==> config.mk <==
export PLATFORM = sky130hd
export DESIGN_NAME = vpic_top
export DESIGN_NICKNAME = d
export VERILOG_FILES = /design/src/verilog/vpic_pkg.sv /design/src/verilog/vpic_top.sv /design/src/verilog/vpic_ahb_slave.sv
export SDC_FILE = /design/constraint.sdc
export NUM_CORES = 2
export LEC_CHECK = 0
export ABC_AREA = 1
export BUFFER_PORTS_ARGS = -buffer_cell sky130_fd_sc_hd__buf_4
export CAP_MARGIN = 25
export CORE_ASPECT_RATIO = 0.75
export CORE_MARGIN = 2
export CORE_UTILIZATION = 35
export DETAILED_ROUTE_END_ITERATION = 8
export PLACE_DENSITY_LB_ADDON = 0.08
export SYNTH_ARGS = -nofsm -noshare
export SYNTH_HDL_FRONTEND = slang
export SYNTH_SLANG_ARGS = --single-unit
==> constraint.sdc <==
create_clock -name hclk -period 47.1 [get_ports hclk]
set_clock_uncertainty 0.05 [all_clocks]
set_input_delay 9.42 -clock hclk [delete_from_list [all_inputs] [get_ports hclk]]
set_output_delay 9.42 -clock hclk [all_outputs]
set_load 0.03 [all_outputs]
==> src/verilog/vpic_pkg.sv <==
// shared constants of the vectored priority interrupt controller
// assumes a 32-bit AHB-Lite slave port with 12 decoded address bits
package vpic_pkg;
	localparam int NSRC = 32;
	localparam int ADDR_W = 12;
	localparam int STK_N = 8;
	// source numbering, shared with the power manager clock enables
	localparam int SRC_FAST = 0;
	localparam int SRC_SYS = 1;
	localparam int SRC_IO_A = 2;
	localparam int SRC_SPI = 5;
	localparam int SRC_SER0 = 6;
	localparam int SRC_TWI = 9;
	localparam int SRC_PWM = 10;
	localparam int SRC_LCD = 11;
	localparam int SRC_TMR0 = 12;
	localparam int SRC_ADC = 15;
	localparam int SRC_EXT0 = 30;
	localparam int SRC_EXT1 = 31;
	localparam logic [31:0] SRC_VALID = 32'hC000FEFF;
	localparam logic [31:0] SRC_EXT = 32'hC0000001;
	localparam logic [31:0] FAST_FIXED = 32'h00000001;
	// mode word layout
	localparam int SMR_W = 5;
	localparam int SMR_PRI_W = 3;
	localparam int SMR_EDGE = 3;
	localparam int SMR_POL = 4;
	// register offsets
	localparam logic [11:0] OFS_SMR0 = 12'h000;
	localparam logic [11:0] OFS_SVR0 = 12'h080;
	localparam logic [11:0] OFS_IVR = 12'h100;
	localparam logic [11:0] OFS_FVR = 12'h104;
	localparam logic [11:0] OFS_ISR = 12'h108;
	localparam logic [11:0] OFS_IPR = 12'h10C;
	localparam logic [11:0] OFS_IMR = 12'h110;
	localparam logic [11:0] OFS_IECR = 12'h114;
	localparam logic [11:0] OFS_IDCR = 12'h118;
	localparam logic [11:0] OFS_ICCR = 12'h11C;
	localparam logic [11:0] OFS_ISCR = 12'h120;
	localparam logic [11:0] OFS_EOICR = 12'h124;
	localparam logic [11:0] OFS_DCR = 12'h128;
	localparam logic [11:0] OFS_FFER = 12'h12C;
	localparam logic [11:0] OFS_FFDR = 12'h130;
	localparam logic [11:0] OFS_FFSR = 12'h134;
	localparam logic [11:0] OFS_EVS = 12'h138;
	localparam logic [11:0] OFS_EVM = 12'h13C;
	localparam logic [11:0] OFS_SPU = 12'h140;
	localparam int DCR_PROT = 0;
	localparam int DCR_GMSK = 1;
	localparam int EV_IRQ = 0;
	localparam int EV_FIQ = 1;
	localparam logic [31:0] SPU_RST = 32'h00000000;
	// bus encodings
	localparam logic [1:0] HTRANS_NONSEQ = 2'h2;
	localparam logic [2:0] HSIZE_WORD = 3'h2;
endpackage

==> src/verilog/vpic_top.sv <==
// vectored priority interrupt controller with ahb-lite register port
// assumes sources synchronous to hclk and a core taking active-low requests
// Function
// - source zero feeds the fast request line
// - source one is the combined system interrupt
// - other sources are peripherals or external inputs
// - internal sources choose edge or level sensing
// - external sources choose edge, level, polarity
// - eight priority levels decide normal request
// - higher priority pending nests over serviced one
// - per-source enable mask blocks any request
// - one writable 32-bit vector per source
// - vector read returns currently signalled source vector
// - protect mode stops read side effects
// - any source can be forced onto fast line
// - general mask blocks both lines, pending visible
// - fixed source numbering of peripherals and externals
// - numbering matches power manager clock enable bits
//
// Added by the designer: the address map and the AHB-Lite slave port.
`timescale 1ns/100ps
module vpic_top
	import vpic_pkg::*;
(
	input wire logic hclk,
	input wire logic hresetn,
	input wire logic hsel,
	input wire logic [31:0] haddr,
	input wire logic [1:0] htrans,
	input wire logic hwrite,
	input wire logic [2:0] hsize,
	input wire logic hready,
	input wire logic [31:0] hwdata,
	output logic [31:0] hrdata,
	output logic hreadyout,
	output logic hresp,
	input wire logic fast_interrupt_input,
	input wire logic system_interrupt_source,
	input wire logic [13:0] periph_irq,
	input wire logic external_interrupt_zero,
	input wire logic external_interrupt_one,
	output logic normal_interrupt_request_n,
	output logic fast_interrupt_request_n,
	output logic evt_irq
);
	import vpic_pkg::*;

	typedef struct packed {
		logic [NSRC-1:0][SMR_W-1:0] smr;
		logic [NSRC-1:0][31:0] svr;
		logic [31:0] imr;
		logic [31:0] ffsr;
		logic [31:0] edge_pend;
		logic [31:0] prev_adj;
		logic [31:0] spu;
		logic protect;
		logic gmask;
		logic [1:0] evs;
		logic [1:0] evm;
		logic [1:0] req_prev;
		logic [STK_N-1:0][SMR_PRI_W-1:0] stk_pri;
		logic [STK_N-1:0][4:0] stk_src;
		logic [3:0] depth;
		logic [31:0] hrdata;
		logic normal_interrupt_request_n_n;
		logic fast_interrupt_request_n_n;
		logic evt_irq;
	} vpic_state_t;

	vpic_state_t s;
	vpic_state_t next_s;

	logic wr_en;
	logic [ADDR_W-1:0] wr_addr;
	logic rd_en;
	logic [ADDR_W-1:0] rd_addr;
	logic [31:0] raw;
	logic [31:0] adj;
	logic [31:0] edge_sel;
	logic [31:0] pend;
	logic [31:0] fsel;
	logic [31:0] cand;
	logic fiq_cond;
	logic found;
	logic [4:0] best_src;
	logic [SMR_PRI_W-1:0] best_pri;
	logic [2:0] top_idx;
	logic [SMR_PRI_W-1:0] top_pri;
	logic [4:0] top_src;
	logic irq_cond;
	logic [31:0] ivr_vec;
	logic [31:0] fvr_vec;
	logic ack_seen;

	function automatic logic [SMR_PRI_W-1:0] pri_of(input logic [NSRC-1:0][SMR_W-1:0] m,
			input logic [4:0] i);
		return m[i][SMR_PRI_W-1:0];
	endfunction

	// polarity applies to external sources only
	function automatic logic [31:0] cond_level(input logic [31:0] r,
			input logic [NSRC-1:0][SMR_W-1:0] m);
		logic [31:0] o;
		o = '0;
		for (int i = 0; i < NSRC; i++) begin
			o[i] = (SRC_EXT[i] && !m[i][SMR_POL]) ? !r[i] : r[i];
		end
		return o;
	endfunction

	function automatic logic [31:0] edge_bits(input logic [NSRC-1:0][SMR_W-1:0] m);
		logic [31:0] o;
		o = '0;
		for (int i = 0; i < NSRC; i++) begin
			o[i] = m[i][SMR_EDGE];
		end
		return o;
	endfunction

	// highest priority wins, lowest number on a tie
	function automatic logic [5:0] best_find(input logic [31:0] c,
			input logic [NSRC-1:0][SMR_W-1:0] m);
		logic f;
		logic [4:0] b;
		f = 1'b0;
		b = '0;
		for (int i = 0; i < NSRC; i++) begin
			if (c[i] && (!f || pri_of(m, 5'(i)) > pri_of(m, b))) begin
				f = 1'b1;
				b = 5'(i);
			end
		end
		return {f, b};
	endfunction

	vpic_ahb_slave vpic_ahb_slave_i (
		.hclk(hclk),
		.hresetn(hresetn),
		.hsel(hsel),
		.haddr(haddr),
		.htrans(htrans),
		.hwrite(hwrite),
		.hsize(hsize),
		.hready(hready),
		.hreadyout(hreadyout),
		.hresp(hresp),
		.wr_en(wr_en),
		.wr_addr(wr_addr),
		.rd_en(rd_en),
		.rd_addr(rd_addr)
	);

	// source vector in fixed numbering
	assign raw = {external_interrupt_one, external_interrupt_zero, 14'h0000, periph_irq,
		system_interrupt_source, fast_interrupt_input};
	assign adj = cond_level(raw, s.smr);
	assign edge_sel = edge_bits(s.smr);
	assign pend = SRC_VALID & ((edge_sel & s.edge_pend) | (~edge_sel & adj));
	assign fsel = s.ffsr | FAST_FIXED;
	assign cand = pend & s.imr & ~fsel;
	assign fiq_cond = |(pend & s.imr & fsel);
	assign {found, best_src} = best_find(cand, s.smr);
	assign best_pri = pri_of(s.smr, best_src);
	assign top_idx = 3'(s.depth - 4'h1);
	assign top_pri = (s.depth == 4'h0) ? '0 : s.stk_pri[top_idx];
	assign top_src = (s.depth == 4'h0) ? '0 : s.stk_src[top_idx];
	assign irq_cond = found && (s.depth == 4'h0 || best_pri > top_pri);
	assign ivr_vec = irq_cond ? s.svr[best_src] : s.spu;
	assign fvr_vec = fiq_cond ? s.svr[SRC_FAST] : s.spu;
	// acknowledge by vector read, or by vector write in protect mode
	assign ack_seen = (rd_en && rd_addr == OFS_IVR && !s.protect)
		|| (wr_en && wr_addr == OFS_IVR && s.protect);

	always_comb begin
		logic [31:0] d;
		logic [31:0] clr;
		logic [31:0] setm;
		logic [31:0] rdv;
		logic [1:0] evset;
		logic [1:0] evclr;
		next_s = s;
		d = hwdata;
		clr = '0;
		setm = '0;
		rdv = '0;
		evclr = '0;
		evset = '0;
		// register reads
		if (rd_en) begin
			if (rd_addr < OFS_SVR0) begin
				rdv = {27'h0, s.smr[rd_addr[6:2]]};
			end else if (rd_addr < OFS_IVR) begin
				rdv = s.svr[rd_addr[6:2]];
			end else begin
				unique case (rd_addr)
					OFS_IVR: rdv = ivr_vec;
					OFS_FVR: rdv = fvr_vec;
					OFS_ISR: rdv = {27'h0, top_src};
					OFS_IPR: rdv = pend;
					OFS_IMR: rdv = s.imr;
					OFS_DCR: rdv = {30'h0, s.gmask, s.protect};
					OFS_FFSR: rdv = s.ffsr;
					OFS_EVS: rdv = {30'h0, s.evs};
					OFS_EVM: rdv = {30'h0, s.evm};
					OFS_SPU: rdv = s.spu;
					default: rdv = '0;
				endcase
			end
			if (rd_addr == OFS_FVR && !s.protect) begin
				clr[SRC_FAST] = 1'b1;
			end
			if (rd_addr == OFS_EVS && !s.protect) begin
				evclr = 2'h3;
			end
		end
		next_s.hrdata = rdv;
		// register writes
		if (wr_en) begin
			if (wr_addr < OFS_SVR0) begin
				next_s.smr[wr_addr[6:2]] = d[SMR_W-1:0];
			end else if (wr_addr < OFS_IVR) begin
				next_s.svr[wr_addr[6:2]] = d;
			end else begin
				unique case (wr_addr)
					OFS_IECR: next_s.imr = s.imr | (d & SRC_VALID);
					OFS_IDCR: next_s.imr = s.imr & ~d;
					OFS_ICCR: clr = clr | d;
					OFS_ISCR: setm = d & SRC_VALID;
					OFS_DCR: begin
						next_s.protect = d[DCR_PROT];
						next_s.gmask = d[DCR_GMSK];
					end
					OFS_FFER: next_s.ffsr = s.ffsr | (d & SRC_VALID & ~FAST_FIXED);
					OFS_FFDR: next_s.ffsr = s.ffsr & ~d;
					OFS_EVM: next_s.evm = d[1:0];
					OFS_SPU: next_s.spu = d;
					default: ;
				endcase
			end
		end
		// acknowledge enters the source into service
		if (ack_seen && irq_cond) begin
			clr[best_src] = 1'b1;
			next_s.stk_pri[s.depth[2:0]] = best_pri;
			next_s.stk_src[s.depth[2:0]] = best_src;
			next_s.depth = s.depth + 4'h1;
		end else if (wr_en && wr_addr == OFS_EOICR && s.depth != 4'h0) begin
			next_s.depth = s.depth - 4'h1;
		end
		// edge capture; a new edge beats a clear
		next_s.prev_adj = adj;
		next_s.edge_pend = (s.edge_pend & ~clr) | setm | (adj & ~s.prev_adj);
		// event status, set beats read clear
		evset = {fiq_cond, irq_cond} & ~s.req_prev;
		next_s.req_prev = {fiq_cond, irq_cond};
		next_s.evs = (s.evs & ~evclr) | evset;
		next_s.evt_irq = |(next_s.evs & s.evm);
		// request lines, general mask blocks both
		next_s.fast_interrupt_request_n_n = !(fiq_cond && !s.gmask);
		next_s.normal_interrupt_request_n_n = !(irq_cond && !s.gmask);
	end

	always_ff @(posedge hclk or negedge hresetn) begin
		if (!hresetn) begin
			s <= '0;
			s.spu <= SPU_RST;
			// idle level of low-active sources, no false edge after reset
			s.prev_adj <= SRC_EXT;
			s.normal_interrupt_request_n_n <= 1'b1;
			s.fast_interrupt_request_n_n <= 1'b1;
		end else begin
			s <= next_s;
		end
	end

	assign hrdata = s.hrdata;
	assign normal_interrupt_request_n = s.normal_interrupt_request_n_n;
	assign fast_interrupt_request_n = s.fast_interrupt_request_n_n;
	assign evt_irq = s.evt_irq;
endmodule

==> src/verilog/vpic_ahb_slave.sv <==
// ahb-lite slave front end: turns bus transfers into register strobes
// assumes a single master, word transfers, the one slave's hreadyout is hready
`timescale 1ns/100ps
module vpic_ahb_slave
	import vpic_pkg::*;
(
	input wire logic hclk,
	input wire logic hresetn,
	input wire logic hsel,
	input wire logic [31:0] haddr,
	input wire logic [1:0] htrans,
	input wire logic hwrite,
	input wire logic [2:0] hsize,
	input wire logic hready,
	output logic hreadyout,
	output logic hresp,
	output logic wr_en,
	output logic [vpic_pkg::ADDR_W-1:0] wr_addr,
	output logic rd_en,
	output logic [vpic_pkg::ADDR_W-1:0] rd_addr
);
	import vpic_pkg::*;

	typedef struct packed {
		logic wr_pend;
		logic [ADDR_W-1:0] wr_addr;
		logic hreadyout;
		logic hresp;
	} vpic_slv_t;

	vpic_slv_t s;
	vpic_slv_t next_s;
	logic take;

	// a transfer is accepted on any active htrans with the bus ready
	assign take = hsel && htrans[1] && hready;
	assign rd_en = take && !hwrite;
	assign rd_addr = haddr[ADDR_W-1:0];
	assign wr_en = s.wr_pend;
	assign wr_addr = s.wr_addr;
	assign hreadyout = s.hreadyout;
	assign hresp = s.hresp;

	always_comb begin
		next_s = s;
		next_s.hreadyout = 1'b1;
		next_s.hresp = 1'b0;
		// non-word writes are dropped, still answered okay
		next_s.wr_pend = take && hwrite && (hsize == HSIZE_WORD);
		if (take) begin
			next_s.wr_addr = haddr[ADDR_W-1:0];
		end
	end

	always_ff @(posedge hclk or negedge hresetn) begin
		if (!hresetn) begin
			s <= '0;
			s.hreadyout <= 1'b1;
		end else begin
			s <= next_s;
		end
	end
endmodule

==> reports/metrics.yaml <==
logic_synthesis:
  synth_ff_type: "dfrtp_1"
  synth_warnings: 0
  ys_seq_area_share_pct: 47.0
  synth_edf_count: 0
  syn_area_per_cell_um2: 7.65
  syn_area_mm2: 0.0766
  ys_top_cells_by_area: "dfrtp_1 (47%), nand2_1 (15%), o21ai_0 (12%)"
  synth_seq_cells: 1438
  syn_nets: 10151
  synth_top_area_share_pct: 46.8
  async_flop_share_pct: 100
  synthCells: 10008
  synth_area_leader_cell: "dfrtp_1"
  synth_cell_types: 65
clocking:
  clock_latency_ns: 0.85
  cts_tree: "yes"
  clk_pin_slew_worst_paths_ns: 0.06
  clock_sinks: 1438
  htreeDepth: 4
  root_buffer: "clkbuf_16"
  cts_buffers: 170
  clockBufferDepth: 4
routing:
  vias_per_cell: 5.67
  ant_nets: 0
  drc: 0
  first_pass_iters: 6
  drtIter0Drc: 9948
  avgRoutedWirePerCell_um: 26.3
  drt-total-wl_um: 335000
  vias: 72233
sta:
  slew_viol_final: 0
  tightest_slew_ns: 1.29
  fmax_mhz: 22.4
  maxSlewHeadroom_pct: 13.9
  hold_ws_ns: 0.391
  grt_setup_unrepaired: "false"
  fin_crit_sh_pct: 94.9
  fin_crit_ns: 44.71
  setup_viol_count_final: 0
  hold_viol: 0
  tns_ns: 0
final_layout:
  nFillCells: 22481
  fin_cells: 12739
  final_layout_size_suffix_gt1_share_pct: 7.15
  layout.nets: 9831
  fin_area_mm2: 0.0849
  area_growth_pct: 10.8
floorplanning:
  dieWidth_um: 544
  die_area_mm2: 0.223
  rows: 148
  start_util_pct: 35.2
  core_mm2: 0.217
  io_pins: 129
  die_h_um: 409
worst_setup_path:
  cp_common_cell: "nand2_1"
  crit_arrival_ns: 45.33
  required_ns: 47.72
  startpoint_type: "input pin"
  critical_path.max_stage_delay_ns: 0.67
  crit_slowest_cell: "o311ai_1"
  r2r_slack_ns: 10.50
  endpoint_kind: "flop"
  reg2reg_depth: 194
  crit_path_max_fanout: 86
  crit_type: "input pin to flop"
global_routing:
  grtUsageMet2_pct: 40.1
  antenna_found_initial: 20
  top_usage_layer: "met1"
  use_met1_pct: 46.1
  grt_pass1_vias: 66265
  grt.met3_usage_pct: 7.47
  grt_pass1_wl_um: 484000
  grt_max_degree: 162
  grt_usage_pct: 29.5
  gr-total-overflow: 0
place:
  place_inst: 12429
  portBuffers: 104
  place_area_mm2: 0.0792
  dp_hpwl_um: 202000
  gp_congestion: 0.941
hold_path:
  min_delay_path_depth: 1
  hp-class: "flop to flop"
status:
  status: "finished clean"
flow_run:
  maxCapViolCount: 0
==> sequential cells by signal, indices dropped and copies added (netlist names), 12 cells and up, named ones only <==
register,flops
s,1310
fsel,15
vpic_ahb_slave_i.wr_addr,12
hrdata,32
edge_sel,32
==> placed cells by master, fill, tap and decap left out, drive strengths merged, types with 43 or more instances in the layout <==
master  count
nand4      50
ha         51
nor2      344
buf       278
o21ai    1895
a22oi      47
clkbuf    241
nand3     289
inv       803
o221ai    100
nand3b    138
dfrtp    1433
o22ai     540
o211ai     70
nand2    3054
a21oi     157
clkinv     43
==> cell families after synthesis <==
group	synth area share, %
other	0.00981
AO/OA/AOI/OAI	22.3
XOR/XNOR	0.0915
buffers and inverters	8.52
flip-flops	47.0
AND/OR/NAND/NOR	21.2
multiplexers	0.0147
adder cells (fa/ha/maj)	0.834
==> area by class of cell <==
| class | count | area (um2) | share of cell area, % |
|---|---|---|---|
| Sequential cell | 1438 | 36000 | 42.4 |
| Multi-Input combinational cell | 6988 | 34300 | 40.4 |
| Clock buffer | 241 | 4880 | 5.75 |
| Tap cell | 2925 | 3660 | 4.31 |
| Inverter | 812 | 3100 | 3.65 |
| Timing Repair Buffer | 278 | 2390 | 2.82 |
| Clock inverter | 48 | 528 | 0.622 |
| Antenna cell | 9 | 22.5 | 0.0265 |
==> per-stage QoR <==
step	worst slack, ns	utilization, %
CTS	3.04	39.0
global placement	2.18	36.4
finish	2.39	39.1
global route	0.0557	39.1
detailed placement	2.25	36.5
floorplan	12.31	-
==> cells in the mapped netlist, drive strengths merged (2+ instances only) <==
cell and number:
a311oi 7, a41oi 8, o221ai 100, dfrtp 1433
nor2 344, a21boi 6, o21a 2, a32o 3
o211ai 70, inv 798, or2 3, nand3b 138
a22oi 47, nand3 289, o2111ai 8, nand2 3053
clkbuf 576, a2111oi 5, o21bai 32, a221oi 33
a31oi 22, nor3 20, xor2 7, a22o 5
buf 195, conb 2, clkinv 14, o22ai 540
a211oi 29, a32oi 2, o31ai 17, dfstp 5
o21ai 1895, a21oi 157, nand4 50, nor4 10
ha 51, o311ai 8, o22a 16
==> final timing paths <==
path                                          from       to
setup / recovery           system_interrupt_source   s[188]
hold / removal                              s[147]   s[179]
setup reg to reg                       edge_sel[1]   s[188]
hold reg to reg                             s[147]   s[179]
max in group asynchronous                  hresetn  s[1103]
min in group asynchronous                  hresetn    s[44]
==> repair_timing <==
item,CTS,global route
resized for setup,0,2
hold buffers,0,0
buffers inserted,0,2
hold endpoints to repair,0,0
setup endpoints to repair,0,82
==> critical path, delay by kind of cell <==
kind,cells,cell delay [ns]
buffers and inverters,21,5.21
AO/OA/AOI/OAI,62,10.89
multiplexers,1,0.23
adder cells (fa/ha/maj),16,5.01
AND/OR/NAND/NOR,94,14.25
==> routing by layer <==
layer / up-vias / routed length [um]
met5: - / 27
li1: 32954 / -
met1: 35352 / 160000
met2: 3495 / 133000
met4: 4 / 6740
met3: 428 / 36100
Power is left out: the tool's default activity adds up to more than one toggle a clock period on the data nets, which glitch-free logic cannot reach.
